$ cat src/remote_io_pkg.sv
// Overview of operation
// - Six-axis status word: low byte echoes and flags, high byte limit, speed, motion, second fault, busy.
// - Twelve-axis mode returns only the low status byte, high byte not sent.
// - Three-wire mode reassigns echoes: start-stop, three_wire_spin_halt, direction.
// - Command byte: select 0-2, cw 3, ccw 4, halt 5, brake 7; three-wire reuses 3-5.
// - Serial link runs at 625,000 bps on both ends.
// - Default frame: 16 bit I/O per axis, 32 byte transmission length.
// - Communication enable setting takes effect only after the next power cycle.
// - Serial link fault lamp lights on RS-485 communication error.
// - Fieldbus fault lamp lights on fieldbus error, separate from serial faults.
`default_nettype none
package remote_io_pkg;
  // ==========================================================
  // Command byte layout
  localparam int CMD_DS_LSB      = 0;
  localparam int CMD_CW          = 3;
  localparam int CMD_CCW         = 4;
  localparam int CMD_HALT        = 5;
  localparam int CMD_BRAKE       = 7;
  // ==========================================================
  // Status word layout
  localparam int ST_DS_LSB       = 0;
  localparam int ST_CW_ECHO      = 3;
  localparam int ST_CCW_ECHO     = 4;
  localparam int ST_HALT_ECHO    = 5;
  localparam int ST_WARN         = 6;
  localparam int ST_FAULT1       = 7;
  localparam int ST_BUSY         = 8;
  localparam int ST_FAULT2       = 12;
  localparam int ST_MOVE         = 13;
  localparam int ST_SPEED        = 14;
  localparam int ST_TORQUE       = 15;
  // ==========================================================
  // Frame sizing and codes
  localparam int IO_BITS_PER_AXIS = 16;
  localparam int FRAME_BYTES      = 32;
  localparam logic [1:0] LEN_SIX  = 2'h2;
  localparam logic [1:0] LEN_TWELVE = 2'h1;
  localparam logic [7:0] ASYNC_IO_CODE_GEN2 = 8'h50;
  localparam logic [7:0] ASYNC_IO_CODE_GEN3 = 8'h20;
  // ==========================================================
  // Timing
  localparam longint CLK_HZ       = 125000000;
  localparam longint LINK_BPS     = 625000;
  localparam int BIT_CYCLES       = int'(CLK_HZ / LINK_BPS);
  localparam logic [7:0] BIT_CNT_LAST = 8'(BIT_CYCLES - 1);
  localparam logic [15:0] STATUS_RESET = 16'h0000;
  localparam logic [7:0] CMD_RESET    = 8'h00;
endpackage : remote_io_pkg
`default_nettype wire

$ cat src/remote_io_status_map.sv
`timescale 1ns/100ps
`default_nettype none
module remote_io_status_map
  import remote_io_pkg::*;
(
  input  wire logic        clk,
  input  wire logic        rstn,
  input  wire logic        twelve_axis_mode,
  input  wire logic        three_wire_mode,
  input  wire logic        comm_enable_setting,
  input  wire logic        cmd_valid,
  input  wire logic [7:0]  cmd_byte,
  input  wire logic        fault_output_one,
  input  wire logic        warning_flag,
  input  wire logic        torque_limit_hit,
  input  wire logic        speed_reached,
  input  wire logic        motion_active,
  input  wire logic        fault_output_two,
  input  wire logic        serial_link_busy,
  input  wire logic        serial_rate_error,
  input  wire logic        serial_addr_error,
  input  wire logic        fieldbus_error,
  input  wire logic        serial_fault_clear,
  input  wire logic        fieldbus_fault_clear,
  output logic [2:0]       data_select,
  output logic             clockwise_run_cmd,
  output logic             counterclockwise_run_cmd,
  output logic             halt_style,
  output logic             brake_release_cmd,
  output logic             three_wire_start_stop,
  output logic             three_wire_spin_halt,
  output logic             three_wire_direction,
  output logic [15:0]      status_out,
  output logic [1:0]       status_len_bytes,
  output logic             comm_enabled,
  output logic             link_bit_tick,
  output logic             serial_link_fault_led,
  output logic             fieldbus_fault_led
);
  // ==========================================================
  // Power-up capture of the communication enable
  logic       en_loaded_q, en_loaded_d;
  logic       comm_en_q, comm_en_d;

  always_comb begin
    en_loaded_d = 1'b1;
    comm_en_d   = en_loaded_q ? comm_en_q : comm_enable_setting;
  end

  always_ff @(posedge clk or negedge rstn) begin
    if (!rstn) begin
      en_loaded_q <= 1'b0;
      comm_en_q   <= 1'b0;
    end else begin
      en_loaded_q <= en_loaded_d;
      comm_en_q   <= comm_en_d;
    end
  end

  assign comm_enabled = comm_en_q;

  // ==========================================================
  // Command latch and decode
  logic [7:0] cmd_q, cmd_d;
  logic       accept;

  assign accept = cmd_valid && comm_en_q && en_loaded_q;

  always_comb begin
    cmd_d = cmd_q;
    if (accept) begin
      cmd_d = cmd_byte;
      cmd_d[6] = 1'b0;
    end
  end

  always_ff @(posedge clk or negedge rstn) begin
    if (!rstn) begin
      cmd_q <= CMD_RESET;
    end else begin
      cmd_q <= cmd_d;
    end
  end

  assign data_select              = cmd_q[CMD_DS_LSB +: 3];
  assign brake_release_cmd        = cmd_q[CMD_BRAKE];
  assign clockwise_run_cmd        = !three_wire_mode && cmd_q[CMD_CW];
  assign counterclockwise_run_cmd = !three_wire_mode && cmd_q[CMD_CCW];
  assign halt_style               = !three_wire_mode && cmd_q[CMD_HALT];
  assign three_wire_start_stop    = three_wire_mode && cmd_q[CMD_CW];
  assign three_wire_spin_halt     = three_wire_mode && cmd_q[CMD_CCW];
  assign three_wire_direction     = three_wire_mode && cmd_q[CMD_HALT];

  // ==========================================================
  // Status word register
  logic [15:0] status_comb;
  logic [15:0] status_q, status_d;
  logic [1:0]  len_q, len_d;

  status_word_pack u_pack (
    .twelve_axis_mode (twelve_axis_mode),
    .cmd_latched      (cmd_q),
    .fault_output_one (fault_output_one),
    .warning_flag     (warning_flag),
    .torque_limit_hit (torque_limit_hit),
    .speed_reached    (speed_reached),
    .motion_active    (motion_active),
    .fault_output_two (fault_output_two),
    .serial_link_busy (serial_link_busy),
    .status_word      (status_comb)
  );

  always_comb begin
    status_d = status_comb;
    len_d    = twelve_axis_mode ? LEN_TWELVE : LEN_SIX;
  end

  always_ff @(posedge clk or negedge rstn) begin
    if (!rstn) begin
      status_q <= STATUS_RESET;
      len_q    <= LEN_SIX;
    end else begin
      status_q <= status_d;
      len_q    <= len_d;
    end
  end

  assign status_out       = status_q;
  assign status_len_bytes = len_q;

  // ==========================================================
  // Link bit-rate enable
  logic [7:0] bit_cnt_q, bit_cnt_d;
  logic       tick_q, tick_d;

  always_comb begin
    tick_d    = (bit_cnt_q == BIT_CNT_LAST);
    bit_cnt_d = tick_d ? 8'h00 : bit_cnt_q + 8'h01;
  end

  always_ff @(posedge clk or negedge rstn) begin
    if (!rstn) begin
      bit_cnt_q <= 8'h00;
      tick_q    <= 1'b0;
    end else begin
      bit_cnt_q <= bit_cnt_d;
      tick_q    <= tick_d;
    end
  end

  assign link_bit_tick = tick_q;

  // ==========================================================
  // Fault lamps, set wins over clear
  logic ser_led_q, ser_led_d;
  logic fb_led_q, fb_led_d;
  logic ser_err;

  assign ser_err = serial_rate_error || serial_addr_error;

  always_comb begin
    ser_led_d = ser_err || (ser_led_q && !serial_fault_clear);
    fb_led_d  = fieldbus_error || (fb_led_q && !fieldbus_fault_clear);
  end

  always_ff @(posedge clk or negedge rstn) begin
    if (!rstn) begin
      ser_led_q <= 1'b0;
      fb_led_q  <= 1'b0;
    end else begin
      ser_led_q <= ser_led_d;
      fb_led_q  <= fb_led_d;
    end
  end

  assign serial_link_fault_led = ser_led_q;
  assign fieldbus_fault_led    = fb_led_q;
endmodule // remote_io_status_map
`default_nettype wire

$ cat src/status_word_pack.sv
`timescale 1ns/100ps
`default_nettype none
module status_word_pack
  import remote_io_pkg::*;
(
  input  wire logic        twelve_axis_mode,
  input  wire logic [7:0]  cmd_latched,
  input  wire logic        fault_output_one,
  input  wire logic        warning_flag,
  input  wire logic        torque_limit_hit,
  input  wire logic        speed_reached,
  input  wire logic        motion_active,
  input  wire logic        fault_output_two,
  input  wire logic        serial_link_busy,
  output logic      [15:0] status_word
);
  always_comb begin
    status_word = STATUS_RESET;
    status_word[ST_DS_LSB +: 3]  = cmd_latched[CMD_DS_LSB +: 3];
    // Same bit slots carry start-stop, three_wire_spin_halt and direction in three-wire mode
    status_word[ST_CW_ECHO]   = cmd_latched[CMD_CW];
    status_word[ST_CCW_ECHO]  = cmd_latched[CMD_CCW];
    status_word[ST_HALT_ECHO] = cmd_latched[CMD_HALT];
    status_word[ST_WARN]      = warning_flag;
    status_word[ST_FAULT1]    = fault_output_one;
    if (!twelve_axis_mode) begin
      status_word[ST_BUSY]    = serial_link_busy;
      status_word[ST_FAULT2]  = fault_output_two;
      status_word[ST_MOVE]    = motion_active;
      status_word[ST_SPEED]   = speed_reached;
      status_word[ST_TORQUE]  = torque_limit_hit;
    end
  end
endmodule // status_word_pack
`default_nettype wire

$ cat config.mk
export PLATFORM = sky130hd
export DESIGN_NAME = remote_io_status_map
export DESIGN_NICKNAME = d
export VERILOG_FILES = /design/src/remote_io_pkg.sv /design/src/remote_io_status_map.sv /design/src/status_word_pack.sv
export SDC_FILE = /design/constraint.sdc
export NUM_CORES = 1
export LEC_CHECK = 0
export ABC_CLOCK_PERIOD_IN_PS = 1400
export BUFFER_PORTS_ARGS = -buffer_cell sky130_fd_sc_hd__buf_2
export CORE_MARGIN = 5
export CORE_UTILIZATION = 30
export CTS_BUF_LIST = sky130_fd_sc_hd__clkbuf_16
export DETAILED_ROUTE_END_ITERATION = 8
export GPL_TIMING_DRIVEN = 0
export PLACE_DENSITY = 0.55
export SYNTH_ARGS = -nofsm -noshare
export SYNTH_HDL_FRONTEND = slang
export SYNTH_HIERARCHICAL = 1
export SYNTH_SLANG_ARGS = --single-unit
$ cat constraint.sdc
create_clock -name clk -period 1.4 [get_ports clk]
set_input_delay 0.14 -clock clk [delete_from_list [all_inputs] [get_ports clk]]
set_output_delay 0.14 -clock clk [all_outputs]
set_load 0.1 [all_outputs]
Yosys cells after proc, flatten, opt, wreduce, memory -nomap -nowiden
Index checks and enable logic that the tools add are counted.
{ "word_totals": {"out_inout_bits": 32, "inputBits": 26, "wordCells": 31, "ff_bits": 35} }
{ "classes": {"reduce_logical": 16, "eq_ne": 1, "muxes": 4, "n_addsub": 1} }
{ "op_table": {"columns": ["cell", "count"], "rows": [
  ["$logic_and 1x1->1", 10],
  ["$add 8x1->8 const B", 1],
  ["$eq 8x8->1 const B", 1],
  ["$mux 8", 1],
  ["$mux 4", 1],
  ["$logic_not 1->1", 3],
  ["$logic_or 1x1->1", 3],
  ["$mux 2", 1],
  ["$mux 1", 1]
]} }

Longest topological paths before layout
Gate-level depths: netlist of run 1.
{ "logic_depth": {"word_depth": 3, "depth_mapped": 4, "ltp_nobuf": 4} }

By module
The synthesis of run 1 kept the hierarchy.
{ "by_module_without_submodules": {"columns": ["mod", "cells_per_inst", "n_inst", "area_per_inst_um2", "seq_area_each_um2"], "rows": [
  ["remote_io_status_map", 89, 1, 1332.5, 952.2],
  ["status_word_pack", 17, 1, 117.6, 0.0]
]} }

Worst setup path before layout of run 1
No wires, ideal clock.
{ "synth_path": {"path_type": "register -> output", "from": "register cmd_q[4]", "to": "output port counterclockwise_run_cmd", "t_required_ns": 1.260, "setup_slack_ns": -0.445, "arrival_time_ns": 1.705, "stages_incl_launch_ff": 2, "path_buffers": 0, "path_cell_list": "dfrtp_1 > nor2b_1"} }
{ "synth_via": {"elab_chain_len": 1} }
{ "synth_rtl": {"columns": ["item", "line_no", "text"], "rows": [
  ["start: declaration", "remote_io_status_map.sv:64", "logic [7:0] cmd_q, cmd_d;"],
  ["start signal: assignment", "remote_io_status_map.sv:81", "cmd_q <= cmd_d;"],
  ["$logic_and 1x1->1", "remote_io_status_map.sv:88", "assign counterclockwise_run_cmd = !three_wire_mode && cmd_q[CMD_CCW];"],
  ["end: declaration", "remote_io_status_map.sv:27", "output logic counterclockwise_run_cmd,"]
]} }
Every way passes these cells.

Worst setup path after layout of run 1
{ "layout_path": {"from": "register len_q[1] (netlist: status_len_bytes[1])", "to": "output port status_len_bytes[1]"} }
{ "layout_rtl": {"columns": ["item", "line_no", "text"], "rows": [
  ["start: declaration", "remote_io_status_map.sv:98", "logic [1:0] len_q, len_d;"],
  ["start signal: assignment", "remote_io_status_map.sv:124", "len_q <= len_d;"],
  ["end: declaration", "remote_io_status_map.sv:34", "output logic [1:0] status_len_bytes,"]
]} }
No word-level cell between the ends.

==> metrics.txt, run 1 <==
outcome complete, no violations; wire per inst ~12 um; die area approximately 6300 um2; CTS tree done; global route overflow 0; Root Driver clkbuf_16; Mapped Cells around 110; die height 79.4 um; 1st-pass router iterations 3; I/O pins a little under 60; CTS buffer count 5; gr usage total 0.0930; Cell Chain, Critical Path buf_2; max cap viols 0; vias in the first global route roughly 1100; skew final 0.00394 ns; final instance area 2010 um2; setup violators final 0; Max-slew headroom 0.461; Final GP Congestion a little under 0.7; worst path arrival time 1.20 ns; Peak VDD IR between 0.9 and 1 mV; insertion delay to the later sink of the worst-skew pair 0.27 ns; RSZ-0062 raised after global routing yes; Slowest-stage cell, CP dfstp_2; Fmax 747 MHz; PwrDens between 1500 and 2000 nW/um2; core area between 4000 and 5000 um2; Cell Area, Synth around 1400 um2; Crit path max-delay family flip-flops; dpl hpwl roughly 2000 um; CP max stage delay 0.51 ns; worst min path class input pin to register; YS warnings 6; final hold vios 0; Clock Tree Buf Depth 2; total design power ~3.7 mW; Clock H-tree levels 2; Leakage 1.03 nW; CP bufs+invs 1; via count 958; Worst Max-Slew Pin Slew 0.808 ns; largest net degree at the start of global routing 39; initial DRC count 19; period utilisation layout 0.956; Worst-path clk slew 0.05 ns; # Post-CTS Setup Buffers 0; Syn Area/Cell 13.8 um2; Period minus WS final 1.34 ns; setup_tns 0 ns; first-pass GRT wire length 4650 um; IO buf count 54; WS Path Type register to output pin; Post-DP Area 1800 um2; Slew Viols, Final 0; vias per cell 4.24; initial core utilization 0.308; drc violations 0; initial antenna violation count 0; Diodes inserted 0; Synth-to-Final Area Change 39.0%; Crit path required time between 1 and 1.5 ns; Die X about 80 um; critical path launch point type register; Final ANT Viol Nets 0; routed wire length between 2000 and 3000 um; final core utilization 0.429; CTS Sinks 38; share of cells above drive strength 1 0.541; Final #Nets between 150 and 200; row count 25; CP max FO 1; CP endpoint kind output pin
## placed cells by master, fill, tap and decap left out, drive strengths merged
master        n
a21boi        1
buf          63
clkbuf       11
nand3         4
xor2          1
nand4         1
nand2         2
xnor2         4
and2          3
bufinv        1
conb          4
ha            1
nor2          3
nor4          1
dfrtp        37
a21o          1
dfstp         1
and4b         1
inv           5
mux2          9
and3          1
and4bb        1
o21ai         2
o211a         1
dlygate4sd3   3
nor2b         9
a211o         1
## state kept, by name, summed over array words and instances, names as in the netlist
name                   cells
comm_enabled               1
status_out                16
serial_link_fault_led      1
cmd_q                      7
bit_cnt_q                  8
fieldbus_fault_led         1
en_loaded_q                1
status_len_bytes           2
link_bit_tick              1
## final cells by class
type | count | area, um2
Buffer | 15 | 110
Clock buffer | 5 | 125
Clock inverter | 3 | 37.5
Fill cell | 459 | 2680
Inverter | 3 | 11.3
Multi-Input combinational cell | 51 | 390
Sequential cell | 38 | 956
Tap cell | 54 | 67.6
Timing Repair Buffer | 57 | 313
## final timing paths
kind                                      from             endpoint  slack (ns)  cells past startpoint
min                             fieldbus_error   fieldbus_fault_led        0.06                      2
max in group asynchronous                 rstn         comm_enabled        0.30                      2
min in group asynchronous                 rstn   fieldbus_fault_led        0.50                      2
max                        status_len_bytes[1]  status_len_bytes[1]        0.06                      1
min reg2reg                 fieldbus_fault_led   fieldbus_fault_led        0.48                      1
max reg2reg                       bit_cnt_q[0]         bit_cnt_q[7]        0.07                      4
## per-stage QoR
| step | instances | hold WS [ns] | worst slack, ns |
|---|---|---|---|
| floorplan | 107 | -0.156 | 0.0560 |
| global placement | 215 | 0.252 | 0.0655 |
| detailed placement | 215 | 0.255 | 0.0567 |
| CTS | 226 | 0.0488 | 0.0302 |
| global route | 226 | 0.0525 | -0.000745 |
| finish | 226 | 0.0569 | 0.0619 |
## power breakdown
part	leakage, nW	internal, mW	switching, mW	total, mW
Clock	0.0864	0.825	0.378	1.20
Combinational	0.496	0.253	0.994	1.25
Sequential	0.453	1.22	0.0533	1.27
Total	1.03	2.29	1.43	3.72
## per-layer routing
metal,routed length [um],up-vias,part of all wire,GRT usage
li1,-,455,-,-
met1,992,468,0.38,0.101
met2,1380,33,0.52,0.162
met3,241,2,0.092,0.0463
met4,21,0,0.0080,0.0206
met5,0,-,0,0
## what timing repair did
item / 4_1_cts / 5_1_grt
gates resized for setup: 0 / 6
setup endpoints to repair: 0 / 6
endpoints found under the hold margin: 38 / 0
hold buffers: 3 / 0
Note: power is estimated with default switching activity, not from simulation.
==> inputs of run 2 (changes only) <==
--- a/config.mk
+++ b/config.mk
@@ -7,13 +7,13 @@
 export LEC_CHECK = 0
 export ABC_CLOCK_PERIOD_IN_PS = 1400
 export BUFFER_PORTS_ARGS = -buffer_cell sky130_fd_sc_hd__buf_2
+export CORE_ASPECT_RATIO = 0.5
 export CORE_MARGIN = 5
 export CORE_UTILIZATION = 30
 export CTS_BUF_LIST = sky130_fd_sc_hd__clkbuf_16
 export DETAILED_ROUTE_END_ITERATION = 8
 export GPL_TIMING_DRIVEN = 0
-export PLACE_DENSITY = 0.55
+export PLACE_DENSITY = 0.56
 export SYNTH_ARGS = -nofsm -noshare
 export SYNTH_HDL_FRONTEND = slang
-export SYNTH_HIERARCHICAL = 1
 export SYNTH_SLANG_ARGS = --single-unit
==> run 2 against run 1 <==
Clock skew shrank 0.00099 ns; worst setup slack lost 0.0055 ns; clock power shrank 14%; non-clock buffer count shrank 8; fmax shrank 0.41%; cell count shrank 3.5%; critical path type unchanged.
==> metrics.txt, run 2 <==
Clock Tree Buf Depth 2 (unchanged); commonest non-fill, non-tap cell in the layout buf_2; Mapped Cells 94 (-10%); CTS tree done; synth unique cells 29; row count 17 (-32%); final hold vios 0 (unchanged); Fmax 744 MHz (-0.41%); Final #Nets 187 (-5.6%); Clock H-tree levels 2 (unchanged); Slowest-stage cell, CP buf_2; Async S/R FF share, synth 1.00; setup_tns 0 ns (unchanged); worst min path class input pin to register; Cell Chain, Critical Path nor2b_2, buf_2; top cells by area, synth dfrtp_1 65%, mux2_2 4.3%, nor2b_1 3.8%; insertion delay to the later sink of the worst-skew pair 0.27 ns (about the same); die height 56.7 um (-29%); Worst Max-Slew Pin Slew 0.745 ns (-0.0628 ns); share of cells above drive strength 1 0.509 (-0.0314); Worst-path clk slew 0.05 ns (about the same); global route overflow 0 (unchanged); skew final 0.00295 ns (-0.000994 ns); largest area contributor in the netlist dfrtp_1; YS warnings 0 (-6); Synth top area share 0.649; drc violations 0 (unchanged); worst path arrival time 1.20 ns (about the same); PwrDens 1820 nW/um2 (-1.5%); via count 870 (-9.2%); initial DRC count 19 (unchanged); core area 4320 um2 (-8.0%); I/O pins 58 (unchanged); Yosys reg bits 35; Peak VDD IR 0.786 mV (-14%); setup violators final 0 (unchanged); WS Path Type register to output pin; Period minus WS final 1.34 ns (+0.00545 ns); gr usage total 0.0942 (+0.00116); wire per inst 11.4 um (-2.3%); Root Driver clkbuf_16; dpl hpwl 1810 um (-11%); max cap viols 0 (unchanged); most common cell in the netlist dfrtp_1; first-pass GRT wire length 4150 um (-11%); Slew Viols, Final 0 (unchanged); CP endpoint kind output pin; Max-slew headroom 0.503 (+0.0419); initial core utilization 0.303 (-0.00488); WHS 0.0400 ns (-0.0169 ns); Final GP Congestion 0.690 (+0.19%); routed wire length 2480 um (-5.8%); CP bufs+invs 1 (unchanged); EDFF count, synth 0; die area 5870 um2 (-7.0%); Crit path required time 1.26 ns (about the same); vias per cell 3.99 (-5.9%); initial antenna violation count 0 (unchanged); vias in the first global route 918 (-14%); most frequent cells in the layout 51 x buf_2, 33 x dfrtp_1, 7 x buf_4; Synth-to-Final Area Change 41.3%; outcome complete, no violations; largest net degree at the start of global routing 36 (-7.7%); Die X 103 um (+30%); CTS buffer count 5 (unchanged); Final ANT Viol Nets 0 (unchanged); Leakage 0.946 nW (-8.6%); 1st-pass router iterations 3 (unchanged); CTS Sinks 35 (-7.9%); top cells by count, synth 34 x dfrtp_1, 8 x nor2b_1, 6 x buf_4, 5 x mux2_2; Diodes inserted 0 (unchanged); IO buf count 53 (-1.9%); RSZ-0062 raised after global routing no; Largest register FFs 13 (-3); part of the Yosys area used for sequential elements 0.670; CP max stage delay 0.42 ns (-0.09 ns); Syn Area/Cell 13.9 um2 (+1.2%); period utilisation layout 0.960 (+0.00389); Crit path max-delay family buffers and inverters; critical path launch point type register; Cell Area, Synth 1310 um2 (-9.4%); CP max FO 4 (+3); Synth Flop Type dfrtp_1
## run 2: cell count changes in the layout (fill, tap and decap cells not counted), moves of 2 or more
| cell | change |
|---|---|
| dfrtp_1 | -3 |
| buf_2 | +2 |
| mux2_2 | -4 |
| mux2_1 | +4 |
| buf_4 | -7 |
| clkbuf_4 | -3 |
| inv_1 | -2 |
| clkinv_2 | +3 |
## run 2: path summary, 6_finish.rpt
| kind | startpoint | endpoint | slack [ns] | cells past startpoint |
|---|---|---|---|---|
| max reg2reg | bit_cnt_q[0] | bit_cnt_q[7] | 0.06 | 4 |
| min in group asynchronous | rstn | bit_cnt_q[6] | 0.47 | 2 |
| max in group asynchronous | rstn | comm_enabled | 0.37 | 2 |
| min | serial_fault_clear | serial_link_fault_led | 0.04 | 2 |
| min reg2reg | cmd_q[1] | status_out[1] | 0.39 | 0 |
| max | cmd_q[4] | counterclockwise_run_cmd | 0.06 | 2 |
## run 2: per-stage QoR
step                setup WS [ns]  area [um2]   util  power, mW  cells
finish                     0.0564        1850  0.429       3.37    218
global route              0.00324        1850  0.429       3.51    218
CTS                        0.0275        1840  0.425       3.42    217
detailed placement         0.0507        1670  0.386       2.36    206
global placement           0.0601        1670  0.386       2.36    206
floorplan                  0.0300        1330      -       2.17     96
## run 2: per-layer routing
metal | part of all wire | wire [um] | global-route usage
met1 | 0.40 | 1000 | 0.101
met2 | 0.52 | 1300 | 0.162
met3 | 0.054 | 134 | 0.0360
met4 | 0.017 | 43 | 0.0443
met5 | 0 | 0 | 0
## run 2: power breakdown
part	switching [mW]	internal, mW
sequential	0.0467	1.12
clock	0.380	0.647
combinational	0.982	0.192
## run 2: what timing repair did
item                                    4_1_cts  5_1_grt
gates resized for setup                       0        3
hold buffers                                  3        0
endpoints found under the setup margin        0        7
setup buffers                                 0        1
hold endpoints to repair                     36        0
## run 2: cell families (layout without fill, tap and decap cells)
logic type,count (synthesis),after routing,share of synthesized area
flops,35,35,0.670
simple gates,26,26,0.125
buf+inv,10,75,0.0458
mux,9,9,0.0774
compound gates,6,6,0.0334
xor+xnor,5,5,0.0334
other cells,2,4,0.00573
fa+ha+maj,1,1,0.00955
## run 2: layout make-up
class	instances	area, um2
buffer	7	48.8
fill	420	2470
timing repair buffer	57	308
clock inverter	3	15.0
multi-input combinational	51	390
sequential	35	881
inverter	3	11.3
tap	57	71.3
clock buffer	5	125
